### config.mk
export PLATFORM = sky130hd
export DESIGN_NAME = mcs_regs
export DESIGN_NICKNAME = d
export VERILOG_FILES = /design/src/include/mcs_pkg.sv /design/src/design/mcs_regs.sv /design/src/design/mcs_tx_status.sv /design/src/design/mcs_rx_status.sv
export SDC_FILE = /design/constraint.sdc
export NUM_CORES = 1
export LEC_CHECK = 0
export ABC_AREA = 1
export ABC_CLOCK_PERIOD_IN_PS = 3100
export BUFFER_PORTS_ARGS = -buffer_cell sky130_fd_sc_hd__clkbuf_2
export CAP_MARGIN = 20
export CORE_AREA = 2 2 120 168
export CTS_CLUSTER_SIZE = 12
export DETAILED_ROUTE_END_ITERATION = 8
export DIE_AREA = 0 0 122 170
export GPL_ROUTABILITY_DRIVEN = 0
export GPL_TIMING_DRIVEN = 0
export HOLD_SLACK_MARGIN = 0.1
export PLACE_DENSITY = 0.57
export SETUP_SLACK_MARGIN = 0.15
export SKIP_LAST_GASP = 1
export SLEW_MARGIN = 5
export SYNTH_ARGS = -nofsm -noshare
export SYNTH_HDL_FRONTEND = slang
export SYNTH_HIERARCHICAL = 1
export SYNTH_SLANG_ARGS = --single-unit
export TNS_END_PERCENT = 100
### constraint.sdc
create_clock -name ref_clk -period 3.1 [get_ports ref_clk]
set_input_delay 0.62 -clock ref_clk [delete_from_list [all_inputs] [get_ports ref_clk]]
set_output_delay 0.62 -clock ref_clk [all_outputs]
set_load 0.02 [all_outputs]
### src/include/mcs_pkg.sv
package mcs_pkg;
	// ==========================================================
	// Register port geometry and addresses
	localparam int MCS_ADDR_W = 6;
	localparam int MCS_DATA_W = 8;
	localparam logic [5:0] MCS_ADDR_TX_CMD = 6'h00;
	localparam logic [5:0] MCS_ADDR_RX_CMD = 6'h01;
	localparam logic [5:0] MCS_ADDR_TX_STAT = 6'h00;
	localparam logic [5:0] MCS_ADDR_RX_STAT = 6'h01;
	localparam logic [7:0] MCS_CMD_RESET = 8'h00;
	localparam logic [7:0] MCS_BUS_IDLE = 8'h00;
	localparam logic [6:0] MCS_STAT_CLEAR = 7'h00;
	// ==========================================================
	// Transmit command and status fields
	localparam int MCS_TXC_MII = 4;
	localparam int MCS_TXC_TEST = 7;
	localparam int MCS_TXS_UNDERFLOW = 0;
	localparam int MCS_TXS_COLL = 1;
	localparam int MCS_TXS_COLL16 = 2;
	localparam int MCS_TXS_OK = 3;
	localparam int MCS_TXS_CARRIER = 4;
	localparam int MCS_TXS_LATE = 6;
	localparam int MCS_STAT_NEW_N = 7;
	localparam int MCS_TX_DEPTH = 2;
	// ==========================================================
	// Receive command, status and appended status word fields
	localparam int MCS_RXC_OVERFLOW = 0;
	localparam int MCS_RXC_CRC = 1;
	localparam int MCS_RXC_OVERSIZE = 2;
	localparam int MCS_RXC_SHORT = 3;
	localparam int MCS_RXC_FIRST12 = 4;
	localparam int MCS_RXC_GOOD = 5;
	localparam int MCS_RXC_MODE_LSB = 6;
	localparam int MCS_RXS_OVERFLOW = 0;
	localparam int MCS_RXS_CRC = 1;
	localparam int MCS_RXS_SHORT = 3;
	localparam int MCS_RXS_OVERSIZE = 4;
	localparam int MCS_RXS_GOOD = 5;
	localparam int MCS_RXS_FIRST12 = 6;
	localparam int MCS_FSW_ABORT = 7;
	localparam int MCS_FSW_RDERR = 8;
	localparam int MCS_COUNT_W = 16;
	typedef enum logic [1:0] {
		MCS_MATCH_OFF = 2'b00,
		MCS_MATCH_ALL = 2'b01,
		MCS_MATCH_STATION = 2'b10,
		MCS_MATCH_MULTI = 2'b11
	} mcs_match_t;
	typedef enum logic [1:0] {
		MCS_BUS_IDLE_ST = 2'b00,
		MCS_BUS_READ = 2'b01,
		MCS_BUS_WRITE = 2'b10
	} mcs_bus_st_t;
endpackage : mcs_pkg

### src/design/mcs_regs.sv
// Functional notes
// - Transmit command low nibble are interrupt masks
// - Masks cover underflow, collision, error, success
// - Transmit command bit 4 selects MII
// - Config1 bit 7 suppresses all receive interrupts
// - Receive enables map good..overflow to bits 5..0
// - Receive bits 0-3 also accept errored packets
// - Receive bits 7:6 select match mode
// - Two transmit status entries, bit 7 low new
// - Both full blocks further transmit status
// - Read of new status frees one entry
// - Transmit status bit layout underflow..old/new
// - Config2 bit 1 holds transmit while full
// - Config2 bit 0 skips successful status loads
// - Receive status locked until read clears it
// - Receive status bit layout overflow..old/new
// - Kept packets get status and count word
// - Word bit 7 abort, bit 8 fault
// - Reading fault status resets receive section
// - Status word layout independent of endianness
// - Register port uses select, strobes, six address lines
module mcs_regs
	import mcs_pkg::*;
(
	input wire logic ref_clk,
	input wire logic resetn,
	input wire logic register_port_select_n,
	input wire logic rd_n,
	input wire logic wr_n,
	input wire logic [MCS_ADDR_W-1:0] addr,
	input wire logic [MCS_DATA_W-1:0] command_status_bus_in,
	output logic [MCS_DATA_W-1:0] command_status_bus_out,
	output logic command_status_bus_oe,
	input wire logic receive_abort_in,
	input wire logic carrier_sense_in,
	input wire logic rx_irq_disable,
	input wire logic cfg_tx_hold_when_full,
	input wire logic cfg_skip_success_status,
	input wire logic tx_done,
	input wire logic [6:0] tx_done_status,
	input wire logic rx_done,
	input wire logic [6:0] rx_done_status,
	input wire logic [MCS_COUNT_W-1:0] rx_byte_count,
	input wire logic rx_fifo_fault,
	input wire logic rx_status_taken,
	input wire logic rx_status_taken_err,
	output logic mii_select,
	output logic test_mode,
	output logic [1:0] match_mode,
	output logic tx_start_allowed,
	output logic tx_status_full,
	output logic tx_irq,
	output logic rx_irq,
	output logic rx_discard,
	output logic [31:0] rx_status_word,
	output logic rx_status_word_valid,
	output logic rx_section_reset
);
	// ==========================================================
	// State
	// Register port, abort and carrier pins are synchronised; the port is slow next to ref_clk
	typedef struct packed {
		logic sel_n;
		logic rd_n;
		logic wr_n;
		logic abort;
		logic cs;
		logic [MCS_ADDR_W-1:0] addr;
		logic [MCS_DATA_W-1:0] data;
	} mcs_pins_t;

	typedef struct packed {
		mcs_pins_t s1;
		mcs_pins_t s2;
		mcs_bus_st_t bus;
		logic [MCS_ADDR_W-1:0] lat_addr;
		logic [MCS_DATA_W-1:0] lat_data;
		logic [7:0] tx_cmd;
		logic [7:0] rx_cmd;
		logic [MCS_DATA_W-1:0] dout;
		logic doe;
		logic abort_lat;
		logic tx_irq;
		logic rx_irq;
		logic rx_reset;
		logic tx_allow;
		logic tx_full;
		logic discard;
		logic [31:0] word;
		logic word_valid;
	} mcs_state_t;

	mcs_state_t st_ff;
	mcs_state_t nxt_st;
	mcs_pins_t pins_now;
	logic [7:0] tx_head;
	logic tx_full_w;
	logic [7:0] rx_stat;
	logic rx_disc_w;
	logic [31:0] rx_word_w;
	logic rx_word_v_w;
	logic rx_irq_hit;
	logic read_end;
	logic write_end;
	logic tx_pop;
	logic rx_clear;
	logic [3:0] tx_cond;

	// ==========================================================
	// Decoding used by read mux and read-side effects
	function automatic logic mcs_hit(input logic [MCS_ADDR_W-1:0] a,
		input logic [MCS_ADDR_W-1:0] reg_addr);
		mcs_hit = (a == reg_addr);
	endfunction : mcs_hit

	// Command addresses are shared with status, so reads there return status; other addresses read zero
	function automatic logic [MCS_DATA_W-1:0] mcs_read_mux(input logic [MCS_ADDR_W-1:0] a,
		input logic [7:0] txs, input logic [7:0] rxs);
		if (mcs_hit(a, MCS_ADDR_TX_STAT))
			mcs_read_mux = txs;
		else if (mcs_hit(a, MCS_ADDR_RX_STAT))
			mcs_read_mux = rxs;
		else
			mcs_read_mux = MCS_BUS_IDLE;
	endfunction : mcs_read_mux

	// ==========================================================
	// Pin capture
	assign pins_now = '{sel_n: register_port_select_n, rd_n: rd_n, wr_n: wr_n,
		abort: receive_abort_in, cs: carrier_sense_in, addr: addr,
		data: command_status_bus_in};

	// Strobe ends are taken from the synchronised copy only
	assign read_end = (st_ff.bus == MCS_BUS_READ) && st_ff.s2.rd_n;
	assign write_end = (st_ff.bus == MCS_BUS_WRITE) && st_ff.s2.wr_n;
	// Frees an entry only when the read really returned new status
	assign tx_pop = read_end && mcs_hit(st_ff.lat_addr, MCS_ADDR_TX_STAT)
		&& !tx_head[MCS_STAT_NEW_N];
	assign rx_clear = read_end && mcs_hit(st_ff.lat_addr, MCS_ADDR_RX_STAT);

	// Grouping of transmit events onto the four mask bits
	assign tx_cond[0] = tx_done_status[MCS_TXS_UNDERFLOW];
	assign tx_cond[1] = tx_done_status[MCS_TXS_COLL];
	assign tx_cond[2] = tx_done_status[MCS_TXS_COLL16] | tx_done_status[MCS_TXS_CARRIER]
		| tx_done_status[MCS_TXS_LATE];
	assign tx_cond[3] = tx_done_status[MCS_TXS_OK];

	// ==========================================================
	// Status holders
	mcs_tx_status u_tx_status (
		.ref_clk(ref_clk),
		.resetn(resetn),
		.load(tx_done),
		.load_status(tx_done_status),
		.skip_success(cfg_skip_success_status),
		.pop(tx_pop),
		.head(tx_head),
		.full(tx_full_w)
	);

	mcs_rx_status u_rx_status (
		.ref_clk(ref_clk),
		.resetn(resetn),
		.pkt_done(rx_done),
		.pkt_status(rx_done_status),
		.pkt_count(rx_byte_count),
		.abort_seen(st_ff.abort_lat),
		.fifo_fault(rx_fifo_fault),
		.rx_cmd(st_ff.rx_cmd),
		.clear(rx_clear),
		.stat_reg(rx_stat),
		.discard(rx_disc_w),
		.fifo_word(rx_word_w),
		.word_valid(rx_word_v_w),
		.irq_hit(rx_irq_hit)
	);

	// ==========================================================
	// Next state
	always_comb
	begin
		nxt_st = st_ff;
		nxt_st.s1 = pins_now;
		nxt_st.s2 = st_ff.s1;
		nxt_st.rx_reset = 1'b0;
		// Register port cycle tracking
		case (st_ff.bus)
			MCS_BUS_IDLE_ST:
			begin
				if (!st_ff.s2.sel_n && !st_ff.s2.rd_n)
					nxt_st.bus = MCS_BUS_READ;
				else if (!st_ff.s2.sel_n && !st_ff.s2.wr_n)
					nxt_st.bus = MCS_BUS_WRITE;
				nxt_st.lat_addr = st_ff.s2.addr;
				nxt_st.lat_data = st_ff.s2.data;
			end
			MCS_BUS_READ:
			begin
				if (st_ff.s2.rd_n)
					nxt_st.bus = MCS_BUS_IDLE_ST;
			end
			MCS_BUS_WRITE:
			begin
				// Data is sampled until the trailing edge of the strobe
				if (st_ff.s2.wr_n)
					nxt_st.bus = MCS_BUS_IDLE_ST;
				else
					nxt_st.lat_data = st_ff.s2.data;
			end
			default:
				nxt_st.bus = MCS_BUS_IDLE_ST;
		endcase
		// Command writes; both command registers are write only
		if (write_end && mcs_hit(st_ff.lat_addr, MCS_ADDR_TX_CMD))
			nxt_st.tx_cmd = st_ff.lat_data;
		if (write_end && mcs_hit(st_ff.lat_addr, MCS_ADDR_RX_CMD))
			nxt_st.rx_cmd = st_ff.lat_data;
		// Drive the bus for the whole read strobe; the address latched this edge
		// is used, so the first driven cycle already carries the right register
		nxt_st.doe = (nxt_st.bus == MCS_BUS_READ);
		nxt_st.dout = nxt_st.doe ? mcs_read_mux(nxt_st.lat_addr, tx_head, rx_stat)
			: MCS_BUS_IDLE;
		// Abort flag for the frame in progress; set beats clear
		if (rx_done)
			nxt_st.abort_lat = 1'b0;
		if (st_ff.s2.abort && st_ff.s2.cs)
			nxt_st.abort_lat = 1'b1;
		// Interrupts clear on a read of their status; events win
		if (tx_pop)
			nxt_st.tx_irq = 1'b0;
		if (tx_done && |(tx_cond & st_ff.tx_cmd[3:0]))
			nxt_st.tx_irq = 1'b1;
		if (rx_clear)
			nxt_st.rx_irq = 1'b0;
		if (rx_irq_hit && !rx_irq_disable)
			nxt_st.rx_irq = 1'b1;
		// Fault status handed to the host restarts reception
		if (rx_status_taken && rx_status_taken_err)
			nxt_st.rx_reset = 1'b1;
		nxt_st.tx_full = tx_full_w;
		nxt_st.tx_allow = !(cfg_tx_hold_when_full && tx_full_w);
		nxt_st.discard = rx_disc_w;
		nxt_st.word = rx_word_w;
		nxt_st.word_valid = rx_word_v_w;
	end

	// ==========================================================
	// Registers
	always_ff @(posedge ref_clk or negedge resetn)
	begin
		if (!resetn)
		begin
			st_ff <= '0;
			st_ff.s1 <= '{sel_n: 1'b1, rd_n: 1'b1, wr_n: 1'b1, default: '0};
			st_ff.s2 <= '{sel_n: 1'b1, rd_n: 1'b1, wr_n: 1'b1, default: '0};
			st_ff.bus <= MCS_BUS_IDLE_ST;
			st_ff.tx_cmd <= MCS_CMD_RESET;
			st_ff.rx_cmd <= MCS_CMD_RESET;
			st_ff.tx_allow <= 1'b1;
		end
		else
			st_ff <= nxt_st;
	end

	// ==========================================================
	// Outputs, all straight from flops
	assign command_status_bus_out = st_ff.dout;
	assign command_status_bus_oe = st_ff.doe;
	assign mii_select = st_ff.tx_cmd[MCS_TXC_MII];
	// Test bit passed on; host keeps it low in normal use
	assign test_mode = st_ff.tx_cmd[MCS_TXC_TEST];
	assign match_mode = st_ff.rx_cmd[7:MCS_RXC_MODE_LSB];
	assign tx_start_allowed = st_ff.tx_allow;
	assign tx_status_full = st_ff.tx_full;
	assign tx_irq = st_ff.tx_irq;
	assign rx_irq = st_ff.rx_irq;
	assign rx_discard = st_ff.discard;
	assign rx_status_word = st_ff.word;
	assign rx_status_word_valid = st_ff.word_valid;
	assign rx_section_reset = st_ff.rx_reset;
endmodule : mcs_regs

### src/design/mcs_tx_status.sv
module mcs_tx_status
	import mcs_pkg::*;
(
	input wire logic ref_clk,
	input wire logic resetn,
	input wire logic load,
	input wire logic [6:0] load_status,
	input wire logic skip_success,
	input wire logic pop,
	output logic [7:0] head,
	output logic full
);
	// ==========================================================
	// Two-entry status queue seen by the host as one register
	typedef struct packed {
		logic [MCS_TX_DEPTH-1:0][6:0] ent;
		logic [1:0] count;
		logic [6:0] last;
	} mcs_txq_t;

	mcs_txq_t st_ff;
	mcs_txq_t nxt_st;
	logic do_load;
	logic do_pop;

	assign full = (st_ff.count == 2'(MCS_TX_DEPTH));
	assign do_pop = pop && (st_ff.count != 2'h0);
	// Successful sends may be kept out of the queue entirely
	assign do_load = load && !full && !(skip_success && load_status[MCS_TXS_OK]);

	// Oldest entry first; once drained, repeat last value flagged old
	assign head = (st_ff.count != 2'h0) ? {1'b0, st_ff.ent[0]} : {1'b1, st_ff.last};

	always_comb
	begin
		nxt_st = st_ff;
		if (do_pop)
		begin
			nxt_st.last = st_ff.ent[0];
			nxt_st.ent[0] = st_ff.ent[1];
			nxt_st.ent[1] = MCS_STAT_CLEAR;
			nxt_st.count = st_ff.count - 2'h1;
		end
		if (do_load)
		begin
			nxt_st.ent[nxt_st.count[0]] = load_status;
			nxt_st.count = nxt_st.count + 2'h1;
		end
	end

	always_ff @(posedge ref_clk or negedge resetn)
	begin
		if (!resetn)
			st_ff <= '0;
		else
			st_ff <= nxt_st;
	end
endmodule : mcs_tx_status

### src/design/mcs_rx_status.sv
module mcs_rx_status
	import mcs_pkg::*;
(
	input wire logic ref_clk,
	input wire logic resetn,
	input wire logic pkt_done,
	input wire logic [6:0] pkt_status,
	input wire logic [MCS_COUNT_W-1:0] pkt_count,
	input wire logic abort_seen,
	input wire logic fifo_fault,
	input wire logic [7:0] rx_cmd,
	input wire logic clear,
	output logic [7:0] stat_reg,
	output logic discard,
	output logic [31:0] fifo_word,
	output logic word_valid,
	output logic irq_hit
);
	// ==========================================================
	// Status register, discard decision and appended status word
	typedef struct packed {
		logic [6:0] stat;
		logic new_f;
		logic discard;
		logic [31:0] word;
		logic word_valid;
		logic irq_hit;
	} mcs_rxs_t;

	mcs_rxs_t st_ff;
	mcs_rxs_t nxt_st;
	logic [5:0] cond;
	logic err_kept_out;
	logic drop;

	// Command enable order differs from status bit order
	function automatic logic [5:0] mcs_cond_map(input logic [6:0] s);
		mcs_cond_map = {s[MCS_RXS_GOOD], s[MCS_RXS_FIRST12], s[MCS_RXS_SHORT],
			s[MCS_RXS_OVERSIZE], s[MCS_RXS_CRC], s[MCS_RXS_OVERFLOW]};
	endfunction : mcs_cond_map

	assign cond = mcs_cond_map(pkt_status);
	// Error classes without acceptance enable force a discard
	assign err_kept_out = |(cond[MCS_RXC_SHORT:MCS_RXC_OVERFLOW]
		& ~rx_cmd[MCS_RXC_SHORT:MCS_RXC_OVERFLOW]);
	assign drop = err_kept_out || (rx_cmd[7:MCS_RXC_MODE_LSB] == MCS_MATCH_OFF);
	assign stat_reg = {~st_ff.new_f, st_ff.stat};
	assign discard = st_ff.discard;
	assign fifo_word = st_ff.word;
	assign word_valid = st_ff.word_valid;
	assign irq_hit = st_ff.irq_hit;

	always_comb
	begin
		nxt_st = st_ff;
		nxt_st.discard = 1'b0;
		nxt_st.word_valid = 1'b0;
		nxt_st.irq_hit = 1'b0;
		if (clear)
		begin
			nxt_st.stat = MCS_STAT_CLEAR;
			nxt_st.new_f = 1'b0;
		end
		// New status wins over a clear landing in the same cycle
		if (pkt_done)
		begin
			if (!st_ff.new_f || clear)
			begin
				nxt_st.stat = pkt_status;
				nxt_st.new_f = 1'b1;
			end
			nxt_st.discard = drop;
			nxt_st.irq_hit = |(cond & rx_cmd[MCS_RXC_GOOD:MCS_RXC_OVERFLOW]);
			nxt_st.word_valid = !drop;
			// Same layout regardless of FIFO byte order
			nxt_st.word = {pkt_count, 7'h00, fifo_fault, abort_seen, pkt_status};
		end
	end

	always_ff @(posedge ref_clk or negedge resetn)
	begin
		if (!resetn)
			st_ff <= '0;
		else
			st_ff <= nxt_st;
	end
endmodule : mcs_rx_status

==> qor.csv <==
stage,metric,value,unit
finish,finalCoreUtilization,0.444,
detailed_routing,route.vias.total,4525,
finish,nNetsFinal,888,
cts,post_cts_hold_buffer_count,0,
run_status,outcome,finished clean,
global_routing,grt_pass1_wl,21500,µm
finish,multiInputGateArea,1640,µm²
synthesis,synth.yosys.warnings,6,
timing,slew_headroom,0.533,
placement,buffer_ports.inserted,110,
setup_path,path_class,reg2reg,
global_routing,use_met1,0.160,
global_routing,globalRoute.totalOverflow,0,
die,die_h,170,µm
setup_path,worst_path_top_cell_family_by_delay,simple AND/OR/NAND/NOR gates,
detailed_routing,drtAntennaViolNets,0,
global_routing,vias_in_the_first_global_route,4282,
setup_path,setup.worst_path.end_class,flip-flop,
synthesis,seq_area_frac_synth,0.631,
setup_path,slowest_cell_delay_on_critical_path,380,ps
global_routing,met2_usage,0.233,
finish,post_layout_nonfiller_instances,1087,
timing,final.period_utilization,0.629,
setup_path,critical_path.max_fanout,9,
finish,nFillCells,1909,
finish,largest_register_ffs,46,
die,start_util,0.365,
cts,numCtsBuffers,17,
finish,drive_gt1_frac,0.319,
detailed_routing,finalWirelength,13300,µm
timing,finalClockSkew,10.6,ps
timing,worst_hold_slack,225,ps
timing,setup_violations,0,
cts,clock_h_tree_levels,4,
timing,finalSetupTns,0,ps
synthesis,postSynthRegisterBits,176,
setup_path,critical_path.cell_chain,inv_1 -> ha_1 -> nor3_1 -> buf_4 -> nand2_4 -> nand2_2 -> nand2_2 -> nand2_4 -> nand2_1 -> nand2_1 -> inv_1,
global_routing,gr-usage-met3,0.0459,
die,die_width,122,µm
setup_path,timing.critical_path.required,3440,ps
detailed_routing,dr.pass1.iters,4,
detailed_routing,detail_route.iter0.violations,163,
timing,period_needed,1950,ps
pwr,leakage,0.00452,µW
detailed_routing,drt_drc_violations_left,0,
detailed_routing,post_drt_via_cell_ratio,4.16,
setup_path,buffers_and_inverters_on_the_worst_path,3,
setup_path,crit_arrival,2290,ps
synthesis,netlist_instances,689,
setup_path,critical_path.slowest_cell,dfrtp_1,
cts,clk_path_buf_depth,2,
setup_path,critPathLaunchType,flip-flop,
global_routing,gr-max-usage-layer,met2,
synthesis,yosys_most_used_dff,dfrtp_1,
die,fp-row-count,60,
cts,cts.sinks,176,
synthesis,post_synth.cell_area_avg,10.2,µm²
timing,final_hold_viol_count,0,
flow_run,timing.max_cap.violations,0,
synthesis,distinct_cell_type_count_of_the_synthesized_netlist,30,
cts,tritoncts,done,
die,ioPinCount,111,
global_routing,grt_start_max_net_pins,90,
die,core_area,19100,µm²
finish,final-seq-area,4410,µm²
timing,setup_repair_after_global_routing_missed_its_margin,false,
global_routing,globalRouteTotalUtil,0.138,
placement,place.detailed.instances,1055,
cts,cts.repair.resized,0,
synthesis,mappedNetlistArea,7000,µm²
synthesis,synth_edf_count,0,
timing,worst-slew-pin-transition,700,ps
global_routing,number_of_antenna_violations_at_the_first_check_in_global_routing,0,
placement,place_hpwl,9540,µm
timing,fmax,513,MHz
cts,cts.clk_slew.worst_paths,70,ps
timing,final-max-slew-violation-count,0,
finish,max_flop_register,st_ff,
pwr,pwr_density_cell,679,nW/µm²
cts,worst_skew_pair.late_latency,440,ps
pwr,vdd.ir_drop.worst,0.000292,V
finish,area_growth_syn_to_layout,21.6,%
cts,post_cts.repair.setup_buffers,0,
synthesis,synth-async-reset-ratio,1.00,
detailed_routing,drt_wl_cell,12.3,µm
cts,ctsRootBufferMaster,clkbuf_16,
die,fp.dieArea,20700,µm²
worst_hold_path,min-delay-path-class,in2async,
finish,antenna_cells_inserted,0,
## kinds of logic after synthesis
group	synth area share
buffers and inverters	0.138
other	0.000536
DFF	0.631
adders and majority gates	0.00537
and+or+nand+nor	0.171
xor gates and xnor gates	0.00125
AOI/OAI and AO/OA	0.0528
## routing by layer
metal | vias up | share of wire | wire length [µm]
met2 | 84 | 0.52 | 6890
met5 | - | 0 | 0
met4 | 0 | 0.019 | 258
li1 | 2326 | - | -
met1 | 2099 | 0.41 | 5490
met3 | 16 | 0.052 | 688
## cell usage in the layout, fill, tap and decap left out, types with 2 or more instances in the layout
cell	count
clkinv_4	3
nor2_1	17
nand4_1	3
inv_1	64
clkbuf_1	3
conb_1	7
nand3_1	37
nor2_8	2
nand2_1	197
inv_2	5
nor3_1	2
clkbuf_2	109
clkbuf_16	17
ha_1	3
o21ai_2	3
o21ai_0	53
buf_4	85
a21oi_1	10
clkinvlp_4	2
nand2_4	5
inv_6	2
nor2_4	2
inv_8	6
buf_2	4
nand2_2	6
dfstp_2	7
dfrtp_1	169
buf_6	4
## layout make-up
| class | instances | area share |
|---|---|---|
| sequential | 176 | 0.519 |
| tap | 248 | 0.0365 |
| multi-input combinational | 355 | 0.193 |
| timing repair buffer | 112 | 0.0699 |
| clock inverter | 15 | 0.0187 |
| inverter | 69 | 0.0304 |
| buffer | 95 | 0.0831 |
| clock buffer | 17 | 0.0500 |
## final timing paths
path	startpoint	endpoint	slack [ps]	depth (start not counted)
setup / recovery	u_tx_status/st_ff[7]	u_tx_status/st_ff[8]	1150	11
hold / removal	resetn	rx_status_word[31]	230	1
setup reg to reg	u_tx_status/st_ff[7]	u_tx_status/st_ff[8]	1150	11
hold reg to reg	nxt_st[98]	st_ff[98]	350	0
max in group asynchronous	resetn	tx_start_allowed	1960	2
min in group ref_clk	wr_n	nxt_st[97]	260	1
## worst register-to-register path, delay by kind of cell, from the launching register on
kind	cells	cell delay (ps)
simple gates	7	810
flops	1	380
buf+inv	3	360
fa+ha+maj	1	290
## where the power goes
| group | internal [µW] | switching, µW |
|---|---|---|
| Sequential | 2560 | 106 |
| Combinational | 394 | 615 |
| Clock | 1080 | 1020 |
| Total | 4030 | 1740 |
## Yosys cell counts (2+ instances only)
cell type / n / area, µm²
clkbuf_1: 3 / 11.3
ha_1: 3 / 37.5
o21ai_0: 53 / 265
nand2_1: 197 / 739
a21oi_1: 10 / 50.1
buf_2: 4 / 20.0
inv_1: 64 / 240
nor2_8: 2 / 40.0
nand4_1: 3 / 18.8
nand2_2: 6 / 37.5
o21ai_2: 3 / 26.3
nand2_4: 5 / 56.3
inv_2: 5 / 18.8
nor3_1: 2 / 10.0
dfrtp_1: 169 / 4230
nand3_1: 37 / 185
nor2_4: 2 / 22.5
nor2_1: 17 / 63.8
buf_4: 84 / 631
buf_6: 4 / 45.0
dfstp_2: 7 / 184
## per-stage QoR
stage	setup WS, ps	total power, µW	area, µm²
6_report	1150	5770	8510
5_1_grt	1030	6090	8510
4_1_cts	1160	5860	8510
3_5_place_dp	1180	3730	7920
3_3_place_gp	-1900	3710	7880
2_1_floorplan	1060	3410	7020
Note: power is estimated with default switching activity, not from simulation.
